$ cat src/tpsc_pkg.sv
// Package for the print and spacing control of a page printer typing unit.
// Assumes a single 40 MHz clock domain; used as tpsc_pkg::name everywhere.
package tpsc_pkg;
    localparam int CODE_W = 8;
    localparam int COL_W = 7;
    localparam logic [6:0] MAX_COLS = 7'h55;
    localparam logic [6:0] CUTOUT_COL = 7'h53;
    localparam logic [6:0] WARN_COL_DEF = 7'h4B;
    localparam logic [7:0] SPACE_CODE = 8'h20;
    // Code bit n sits at vector index n-1
    localparam int BIT3 = 2;
    localparam int BIT6 = 5;
    localparam int BIT7 = 6;
    // Print cycle length in clocks and its reversal point
    localparam logic [3:0] PRINT_CYC = 4'h8;
    localparam logic [3:0] REVERSAL = 4'h4;
    // Spacing driver stops: three per revolution, one stop per trip
    localparam logic [1:0] SPACE_STOPS = 2'h3;
    localparam logic [1:0] SPACE_DWELL = 2'h2;

    typedef enum logic [1:0] {
        PR_IDLE = 2'b00,
        PR_RISE = 2'b01,
        PR_FALL = 2'b11
    } tpsc_print_t;

    typedef struct packed {
        logic print_run;
        logic blank;
        logic space_step;
        logic line_full;
        logic margin_warn;
    } tpsc_status_t;
endpackage

$ cat src/tpsc_space_drive.sv
// Spacing driver: one trip advances one ratchet tooth, then halts at the next stop.
// Assumes trip pulses come from the print cycle controller on the same clock.
`timescale 1ns/10ps
`default_nettype none
module tpsc_space_drive (
    input wire logic clk,
    input wire logic rst_n,
    input wire logic trip,
    output logic busy,
    output logic step,
    output logic [1:0] stop_pos
);
    logic [1:0] cnt_q;
    logic [1:0] stop_q;
    logic step_q;
    wire logic running = (cnt_q != 2'h0);

    // Turns through one third of a revolution, then idles until tripped again
    always_ff @(posedge clk or negedge rst_n) begin
        if (!rst_n) begin
            cnt_q <= 2'h0;
            stop_q <= 2'h0;
            step_q <= 1'b0;
        end else begin
            step_q <= 1'b0;
            if (!running && trip) begin
                cnt_q <= tpsc_pkg::SPACE_DWELL;
            end else if (running) begin
                cnt_q <= cnt_q - 2'h1;
                if (cnt_q == 2'h1) begin
                    step_q <= 1'b1;
                    stop_q <= (stop_q == tpsc_pkg::SPACE_STOPS - 2'h1) ? 2'h0 : stop_q + 2'h1;
                end
            end
        end
    end

    assign busy = running;
    assign step = step_q;
    assign stop_pos = stop_q;

    // Trip, two dwell clocks, then the step register shows one pulse
    a_drive_one_step: assert property (@(posedge clk) disable iff (!rst_n)
        (!running && trip) |-> ##3 step_q ##1 !step_q [*2])
        else $error("drive step count wrong");
    a_drive_halts: assert property (@(posedge clk) disable iff (!rst_n)
        step_q |-> !running)
        else $error("drive did not halt");
endmodule
`default_nettype wire

$ cat src/tpsc_print_space.sv
// Top of the print and spacing control: decides print, spacing and the column.
// Assumes code word and trip come from a receiver on clk; trip is one cycle wide.
`timescale 1ns/10ps
`default_nettype none
module tpsc_print_space #(
    parameter logic [6:0] MAX_COLS = tpsc_pkg::MAX_COLS,
    parameter logic [6:0] CUTOUT_COL = tpsc_pkg::CUTOUT_COL
) (
    input wire logic clk,
    input wire logic reset_n,
    input wire logic [7:0] code_word,
    input wire logic char_trip,
    input wire logic func_space_suppress,
    input wire logic carriage_return,
    input wire logic [6:0] warn_col,
    output logic func_start,
    output logic [6:0] column,
    output tpsc_pkg::tpsc_status_t status
);
    if (MAX_COLS == 7'h00 || CUTOUT_COL > MAX_COLS) begin : g_bad_cols
        $error("tpsc_print_space: cutout column must lie within the line");
    end

    ////////////////////////////////////////////////////////////////////////////
    // Reset release
    logic rst_s1_q;
    logic rst_n_q;
    always_ff @(posedge clk or negedge reset_n) begin
        if (!reset_n) begin
            rst_s1_q <= 1'b0;
            rst_n_q <= 1'b0;
        end else begin
            rst_s1_q <= 1'b1;
            rst_n_q <= rst_s1_q;
        end
    end

    ////////////////////////////////////////////////////////////////////////////
    // Print suppression decode
    // The auxiliary suppression bar is clipped out, so it is a constant zero
    wire logic aux_suppress = 1'b0;
    wire logic supp_67 = !code_word[tpsc_pkg::BIT6] && !code_word[tpsc_pkg::BIT7];
    wire logic supp_all = &code_word[tpsc_pkg::BIT7:tpsc_pkg::BIT3];
    wire logic print_ok = !(supp_67 || supp_all || aux_suppress);
    wire logic is_space = (code_word == tpsc_pkg::SPACE_CODE);

    ////////////////////////////////////////////////////////////////////////////
    // Print cycle
    tpsc_pkg::tpsc_print_t st_q, st_d;
    logic [3:0] ph_q;
    logic armed_q;
    logic blank_q;
    logic cutout_q;
    logic fsupp_q;
    logic [6:0] col_q;
    logic warn_q;
    logic fire_q;

    wire logic start = char_trip && (st_q == tpsc_pkg::PR_IDLE) && print_ok;
    wire logic at_rev = (st_q == tpsc_pkg::PR_RISE) && (ph_q == tpsc_pkg::REVERSAL - 4'h1);
    wire logic at_end = (st_q == tpsc_pkg::PR_FALL) && (ph_q == tpsc_pkg::PRINT_CYC - 4'h1);
    wire logic fire = at_rev && armed_q && !fsupp_q && !func_space_suppress && !cutout_q;
    wire logic step;
    wire logic drv_busy;

    always_comb begin
        st_d = st_q;
        case (st_q)
            tpsc_pkg::PR_IDLE: if (start) st_d = tpsc_pkg::PR_RISE;
            tpsc_pkg::PR_RISE: if (at_rev) st_d = tpsc_pkg::PR_FALL;
            tpsc_pkg::PR_FALL: if (at_end) st_d = tpsc_pkg::PR_IDLE;
            default: st_d = tpsc_pkg::PR_IDLE;
        endcase
    end

    // Function decode starts on every trip taken while the print cycle is idle, suppressed or not
    assign func_start = char_trip && (st_q == tpsc_pkg::PR_IDLE);

    always_ff @(posedge clk or negedge rst_n_q) begin
        if (!rst_n_q) begin
            st_q <= tpsc_pkg::PR_IDLE;
            ph_q <= 4'h0;
            armed_q <= 1'b0;
            blank_q <= 1'b0;
            fsupp_q <= 1'b0;
            fire_q <= 1'b0;
        end else begin
            st_q <= st_d;
            fire_q <= fire;
            ph_q <= (st_q == tpsc_pkg::PR_IDLE) ? 4'h0 : ph_q + 4'h1;
            if (start) begin
                armed_q <= 1'b1;
                blank_q <= is_space;
                fsupp_q <= func_space_suppress;
            end else begin
                if (func_space_suppress) fsupp_q <= 1'b1;
                if (at_rev) armed_q <= 1'b0;
            end
        end
    end
    // Suppressed cycles never arm, so no spacing step follows them

    tpsc_space_drive u_drive (
        .clk(clk),
        .rst_n(rst_n_q),
        .trip(fire_q),
        .busy(drv_busy),
        .step(step),
        .stop_pos()
    );

    ////////////////////////////////////////////////////////////////////////////
    // Carriage column, right-limit cutout and margin warning
    // Return takes priority over a step arriving in the same cycle
    always_ff @(posedge clk or negedge rst_n_q) begin
        if (!rst_n_q) begin
            col_q <= 7'h00;
            cutout_q <= 1'b0;
            warn_q <= 1'b0;
        end else begin
            warn_q <= (col_q >= warn_col);
            if (carriage_return) begin
                col_q <= 7'h00;
                cutout_q <= 1'b0;
            end else begin
                if (step && col_q < MAX_COLS) col_q <= col_q + 7'h01;
                if (col_q >= CUTOUT_COL) cutout_q <= 1'b1;
            end
        end
    end

    assign column = col_q;
    // One driver for the whole struct keeps each member on a single assignment
    assign status = '{
        print_run: (st_q != tpsc_pkg::PR_IDLE),
        blank: blank_q,
        space_step: step,
        line_full: (col_q == MAX_COLS),
        margin_warn: warn_q
    };

    ////////////////////////////////////////////////////////////////////////////
    // Suppression is decoded again from the raw bits in all but a_supp_nostep, so a slip in print_ok cannot hide
    a_supp_67: assert property (@(posedge clk) disable iff (!rst_n_q)
        (char_trip && !code_word[tpsc_pkg::BIT6] && !code_word[tpsc_pkg::BIT7]) |-> !start)
        else $error("print not suppressed 6/7");
    a_supp_marks: assert property (@(posedge clk) disable iff (!rst_n_q)
        (char_trip && (&code_word[tpsc_pkg::BIT7:tpsc_pkg::BIT3])) |-> !start)
        else $error("print not suppressed 3-7");
    a_print_go: assert property (@(posedge clk) disable iff (!rst_n_q)
        (char_trip && !status.print_run && (code_word[tpsc_pkg::BIT6] || code_word[tpsc_pkg::BIT7])
        && !(&code_word[tpsc_pkg::BIT7:tpsc_pkg::BIT3])) |=> status.print_run)
        else $error("print cycle did not start");
    a_print_len: assert property (@(posedge clk) disable iff (!rst_n_q)
        start |=> status.print_run [*8] ##1 !status.print_run)
        else $error("print cycle length wrong");
    a_supp_quiet: assert property (@(posedge clk) disable iff (!rst_n_q)
        (char_trip && !status.print_run && ((!code_word[tpsc_pkg::BIT6] && !code_word[tpsc_pkg::BIT7])
        || (&code_word[tpsc_pkg::BIT7:tpsc_pkg::BIT3]))) |=> !step [*8])
        else $error("suppressed cycle spaced");
    a_supp_nostep: assert property (@(posedge clk) disable iff (!rst_n_q)
        (char_trip && !status.print_run && !print_ok) |=> !armed_q)
        else $error("suppressed cycle armed");
    a_fire_at_rev: assert property (@(posedge clk) disable iff (!rst_n_q)
        start |-> ##4 (fire || func_space_suppress || fsupp_q || cutout_q))
        else $error("spacing not fired at reversal");
    a_no_early_fire: assert property (@(posedge clk) disable iff (!rst_n_q)
        start |=> !fire [*3])
        else $error("spacing fired before reversal");
    a_fire_once: assert property (@(posedge clk) disable iff (!rst_n_q)
        fire |=> !fire [*8])
        else $error("spacing fired twice in a cycle");
    a_step_follows: assert property (@(posedge clk) disable iff (!rst_n_q)
        fire |-> ##4 step)
        else $error("fire gave no step");
    a_one_step: assert property (@(posedge clk) disable iff (!rst_n_q)
        step |=> !step [*8])
        else $error("more than one step per cycle");
    a_drive_idle: assert property (@(posedge clk) disable iff (!rst_n_q)
        fire_q |-> !drv_busy)
        else $error("spacing trip lost on busy drive");
    a_col_one: assert property (@(posedge clk) disable iff (!rst_n_q)
        (step && !carriage_return && col_q < MAX_COLS) |=> col_q == $past(col_q) + 7'h01)
        else $error("column not +1");
    a_col_hold: assert property (@(posedge clk) disable iff (!rst_n_q)
        (!step && !carriage_return) |=> $stable(col_q))
        else $error("column moved without a step");
    a_col_limit: assert property (@(posedge clk) disable iff (!rst_n_q)
        col_q <= MAX_COLS)
        else $error("column past limit");
    a_blank_space: assert property (@(posedge clk) disable iff (!rst_n_q)
        (start && code_word == tpsc_pkg::SPACE_CODE) |=> status.blank)
        else $error("space code not blank");
    a_blank_clear: assert property (@(posedge clk) disable iff (!rst_n_q)
        (start && code_word != tpsc_pkg::SPACE_CODE) |=> !status.blank)
        else $error("printing code marked blank");
    a_cutout: assert property (@(posedge clk) disable iff (!rst_n_q)
        (cutout_q && !carriage_return) |=> $stable(col_q))
        else $error("spacing past cutout");
    a_cutout_set: assert property (@(posedge clk) disable iff (!rst_n_q)
        (col_q >= CUTOUT_COL && !carriage_return) |=> cutout_q)
        else $error("cutout not latched");
    a_fsupp: assert property (@(posedge clk) disable iff (!rst_n_q)
        (func_space_suppress && st_q == tpsc_pkg::PR_RISE) |=> !step [*8])
        else $error("function did not inhibit space");
    a_cr_clear: assert property (@(posedge clk) disable iff (!rst_n_q)
        carriage_return |=> (col_q == 7'h00 && !cutout_q))
        else $error("return did not clear");
    a_warn: assert property (@(posedge clk) disable iff (!rst_n_q)
        (col_q >= warn_col && $stable(warn_col)) |=> warn_q)
        else $error("margin warning missing");
    a_warn_off: assert property (@(posedge clk) disable iff (!rst_n_q)
        (col_q < warn_col && $stable(warn_col)) |=> !warn_q)
        else $error("margin warning early");
endmodule
`default_nettype wire

$ cat config.mk
export PLATFORM = sky130hd
export DESIGN_NAME = tpsc_print_space
export DESIGN_NICKNAME = d
export VERILOG_FILES = /design/src/tpsc_pkg.sv /design/src/tpsc_space_drive.sv /design/src/tpsc_print_space.sv
export SDC_FILE = /design/constraint.sdc
export NUM_CORES = 1
export LEC_CHECK = 0
export BUFFER_PORTS_ARGS = -buffer_cell sky130_fd_sc_hd__buf_2
export CAP_MARGIN = 30
export CELL_PAD_IN_SITES_DETAIL_PLACEMENT = 1
export CELL_PAD_IN_SITES_GLOBAL_PLACEMENT = 1
export CORE_ASPECT_RATIO = 1.5
export CORE_MARGIN = 2
export CORE_UTILIZATION = 37
export CTS_CLUSTER_DIAMETER = 50
export DETAILED_ROUTE_END_ITERATION = 8
export PLACE_DENSITY_LB_ADDON = 0.1
export SETUP_SLACK_MARGIN = 0.1
export SLEW_MARGIN = 20
export SYNTH_ARGS = -nofsm -noshare
export SYNTH_HDL_FRONTEND = slang
export SYNTH_HIERARCHICAL = 1
export SYNTH_SLANG_ARGS = --single-unit
export TNS_END_PERCENT = 30
$ cat constraint.sdc
create_clock -name clk -period 1 [get_ports clk]
set_input_delay 0.05 -clock clk [delete_from_list [all_inputs] [get_ports clk]]
set_output_delay 0.05 -clock clk [all_outputs]
set_load 0.05 [all_outputs]
# Word-level counts from Yosys, hierarchy flattened
# Cells that the tools add are included.
# W data, S select, Z words.
[classes]
n_addsub = 3
n_lt_le_gt_ge = 3
n_eq_ne = 10
muxes = 18
reduce_logical = 29
[op_table]
columns = ["operator", "count"]
rows = [
  ["$mux W7", 2],
  ["$reduce_bool A2 Y1", 7],
  ["$logic_and A1 B1 Y1", 11],
  ["$mux W2", 5],
  ["$mux W1", 9],
  ["$eq A8 B6 Y1 const B", 1],
  ["$add A7 B1 Y7 const B", 1],
  ["$eq A7 B7 Y1 const B", 1],
  ["$ge A7 B7 Y1", 1],
  ["$ge A7 B7 Y1 const B", 1],
  ["$logic_not A1 Y1", 7],
  ["$lt A7 B7 Y1 const B", 1],
  ["$ne A2 B2 Y1 const B", 3],
  ["$pmux W2 S3", 1],
  ["$reduce_and A5 Y1", 1],
  ["$add A4 B1 Y4 const B", 1],
  ["$eq A2 B1 Y1 const B", 2],
  ["$eq A4 B2 Y1 const B", 1],
  ["$eq A4 B3 Y1 const B", 1],
  ["$mux W4", 1],
  ["$reduce_and A3 Y1", 1],
  ["$eq A2 B2 Y1 const B", 1],
  ["$logic_not A2 Y1", 1],
  ["$sub A2 B1 Y2 const B", 1],
  ["$logic_or A1 B1 Y1", 1],
]
[totals]
input_bits = 20
out_inout_bits = 13
wordCells = 76
regBits = 24

# Depth between registers and ports, before layout
[depth]
ltp_word = 7
mapped_depth = 6
mapped_depth_nobuf = 6

# Modules after synthesis
# The synthesis kept the hierarchy.
[modules_own_cells]
columns = ["module", "cells_each", "area_per_inst_um2", "seq_area_each_um2", "n_inst"]
rows = [
  ["tpsc_print_space", 122, 1214.9, 525.5, 1],
  ["tpsc_space_drive", 18, 219.0, 125.1, 1],
]

# Worst setup path before layout
# OpenSTA, ideal clock, no wires.
[synth_timing]
path_type = "register to register"
from = "register col_q[2] (netlist: column[2])"
to = "register col_q[4] (netlist: column[4])"
path_stages_with_launch = 6
arrival_ps = 1785
required_time_ps = 875
setup_ps = 125
synth_period_minus_slack_ps = 1910
slack_ps = -910
path_buffers = 1
path_cell_list = "dfrtp_1 nor4bb_1 and2_1 buf_6 a2111oi_2 mux2_4"
[synth_via]
elab_chain_cells = 3
elab_cells_between_ends = 6
classes_between = "add/sub: 1; order compare: 1; mux: 2; reduce/logical: 2"
[synth_rtl]
columns = ["item", "line_no", "rtl"]
rows = [
  ["start: declaration", "tpsc_print_space.sv:55", "logic [6:0] col_q;"],
  ["start signal: assignment", "tpsc_print_space.sv:126", "if (step && col_q < MAX_COLS) col_q <= col_q + 7'h01;"],
  ["$add A7 B1 Y7 or $lt A7 B7 Y1 (tied branches)", "tpsc_print_space.sv:126", ""],
  ["$mux W7 or $logic_and A1 B1 Y1 (tied branches)", "tpsc_print_space.sv:126", ""],
  ["$mux W7 or $reduce_bool A2 Y1 (tied branches)", "-", ""],
]
# Parallel ways exist; a longest one is shown, timed or not. The select of a mux whose other input is x is not followed.
# A chain may end at the register's enable or synchronous reset.

# Worst setup path after layout
[layout_timing]
from = "register col_q[4] (netlist: column[4])"
to = "register col_q[4] (netlist: column[4])"
# Same word-level chain as after synthesis.

==> run summary <==
The total power consumption of the routed design is 4.23 mW. The share of total power in combinational logic is 47.2%. The number of optimization iterations in the first detailed-route pass is 4. Setup repair after global routing could not meet its margin everywhere. Derived from the worst setup path, the maximum achievable clock frequency is 0.633 GHz. The average footprint of a synthesized cell is 10.2 µm². The number of failing hold endpoints at the final stage came out at 0. The path with the worst hold slack has its endpoint at column[0].

TritonCTS built the clock tree. In the final routed layout, each cell accounts on average for 16.6 µm. The setup clock skew after layout came out at 0.00673 ns. The power per unit of standard cell area is 1920 nW/µm². STA puts the critical path data required time at 1.16 ns. The number of antenna diodes in the final layout is 0. The endpoint identified for the worst register-to-register timing path is column[4]. The worst setup path is launched from a flop. The hold path startpoint is carriage_return. The floorplan step set the die width to 53.3 µm. The number of vias per cell after detailed routing came out at 5.19. The area growth from synthesis to layout is 63.3%. The total congestion overflow after global routing is 0. Wires add up to 3990 µm.

The die area is 4150 µm². The Yosys step of the flow raised 6 warnings. Once detail routing completed, the nets flagged for antenna violations numbered 0. Once the floorplan was initialized, standard cells occupied 39.1% of the core.

The critical-path maximum fanout is 3. At the end of routability-driven placement, the weighted congestion stood at 0.818. The number of placement rows came out at 26. The hold-critical path depth came out at 2. The internal power contribution came out at 2.72 mW. The first-iteration detailed-routing DRC count is 7. Of the total power, registers draw 33.0%. The minimum clock period is 1.58 ns. The initial antenna violation count is 0. The clock passes through at most 2 buffers. The area of the core region is 3450 µm². Counting the fill cells in the layout gives 372. The top cell types in the final layout, fill and taps aside, are 25 x buf_4, 19 x buf_2, 16 x dfrtp_1, 15 x buf_6. The final route contains 1,245 vias. The CTS H-tree depth is 1.

The clock transition time at the flip-flop clock pins of the worst setup and hold paths came out at 0.09 ns. The most common cell after layout, fill and taps aside is buf_4. The flow ran to the end, but the final reports show violations. Clock tree synthesis selected as its root buffer the cell clkbuf_8.

The maximum number of pins on one net before global-route repair is 23. The number of global-route vias before repair is 1,372. In this run the critical register-to-register path is launched from column[4].

The most critical setup path has its startpoint at column[4]. The count of buffers inserted at the top-level ports came out at 32. The number of nets in the synthesized netlist is 164. The worst setup slack for register-to-register paths came out at -0.58 ns. The worst hold-check path type is in -> reg. The critical path is of the reg -> reg type. The switching share of total power came out at 35.7%. The share of layout cells above drive strength 1 is 59.1%.

The synthesized instance count came out at 132. The insertion delay to the later sink of the worst-skew pair is 0.27 ns. The total standard cell area after synthesis came out at 1350 µm². Clock tree synthesis inserted a total of 3 buffers. The total DRC errors in the routed layout came out at 0. The cell leakage power came out at 1.03 nW. The critical path data arrival time came out at 1.74 ns. The final net count is 231. The worst reg2reg path depth is 4. The final-report max-slew violation count is 0.

Setup violations remaining at the end of the flow were counted as 26. The vertical extent of the die is 77.9 µm. The clock sink count came out at 24. The overall track demand over capacity in global routing is 20.9%. The net switching power figure came out at 1.51 mW. In the finished design, the share of the clock period the worst path needs comes to 158%. The number of maximum-capacitance constraint violations came out at 0. The nature of the critical path endpoint is a flop. The share of power burned in the clock network came out at 19.8%. The boundary pin count came out at 33. After layout, the worst setup slack is -0.581 ns. The final reports fail on negative setup slack. The wire length of the first global-routing pass came out at 6300 µm. The estimated wirelength of the detail-placed design is 2830 µm. The worst-case IR drop observed on VDD is 1.37 mV. In the final timing run, aggregate negative setup slack is -6.63 ns.
==> sequential cells by signal, summed over array words and instances (netlist names) <==
signal / count
rst_n_q: 1
u_drive/step: 1
blank_q: 1
u_drive/cnt_q: 2
column: 7
rst_s1_q: 1
cutout_q: 1
fire_q: 1
st_q: 2
armed_q: 1
warn_q: 1
fsupp_q: 1
ph_q: 4
==> worst max-delay path by stage <==
| stage | end | slack [ns] |
|---|---|---|
| global route | column[4] | -0.63 |
| floorplan | column[4] | -0.74 |
| finish | column[4] | -0.58 |
| global placement | warn_q | -0.55 |
| CTS | column[2] | -0.54 |
| detailed placement | warn_q | -0.62 |
==> stage by stage <==
step / area, µm² / utilization (%) / instances / worst slack, ns / hold WS, ns
4_1_cts: 2060 / 59.8 / 240 / -0.545 / 0.0651
3_5_place_dp: 1740 / 50.4 / 227 / -0.623 / -0.164
2_1_floorplan: 1370 / - / 132 / -0.740 / -0.246
5_1_grt: 2200 / 63.9 / 240 / -0.634 / 0.0846
6_report: 2200 / 63.9 / 240 / -0.581 / 0.0670
3_3_place_gp: 1740 / 50.4 / 227 / -0.555 / -0.165
==> metal layers <==
metal / wire length, µm / share of wire, % / track usage, % / vias to the layer above
met2: 2380 / 60 / 41.2 / 37
met4: 107 / 2.7 / 9.74 / 0
met1: 1380 / 34 / 19.9 / 610
met5: 0 / 0 / 0 / -
li1: - / - / - / 587
met3: 130 / 3.3 / 1.73 / 11
==> area by class of cell <==
cell class / instances / area, µm² / share of cell area, %
well taps: 42 / 52.6 / 2.39
repair buffers: 67 / 562 / 25.5
clock buffers: 3 / 41.3 / 1.88
inverters: 14 / 52.6 / 2.39
clock inverters: 1 / 30.0 / 1.36
multi-input cells: 89 / 853 / 38.8
flip-flops and latches: 24 / 611 / 27.7
==> worst max-delay path, stage by stage (launching register included) <==
cell and delay (ns):
dfrtp_2 0.43, nor4bb_4 0.16, and2_4 0.16, a2111oi_4 0.38, mux2_4 0.33
==> what timing repair did <==
item	4_1_cts	5_1_grt
setup endpoints to repair	33	33
cloned	0	0
pin swaps	22	11
setup buffers	7	0
gates resized for setup	52	33
hold endpoints to repair	4	0
hold buffers	2	0
==> power by group through the flow <==
stage / registers, mW / clock network [mW] / logic [mW]
after floorplan: 1.47 / 0 / 0.823
after global routing: 1.42 / 0.907 / 2.18
after global placement: 1.35 / 0 / 1.45
final: 1.39 / 0.838 / 2.00
after detailed placement: 1.37 / 0 / 1.54
after CTS: 1.38 / 0.866 / 1.93
Power figures use the tool's default switching activity.
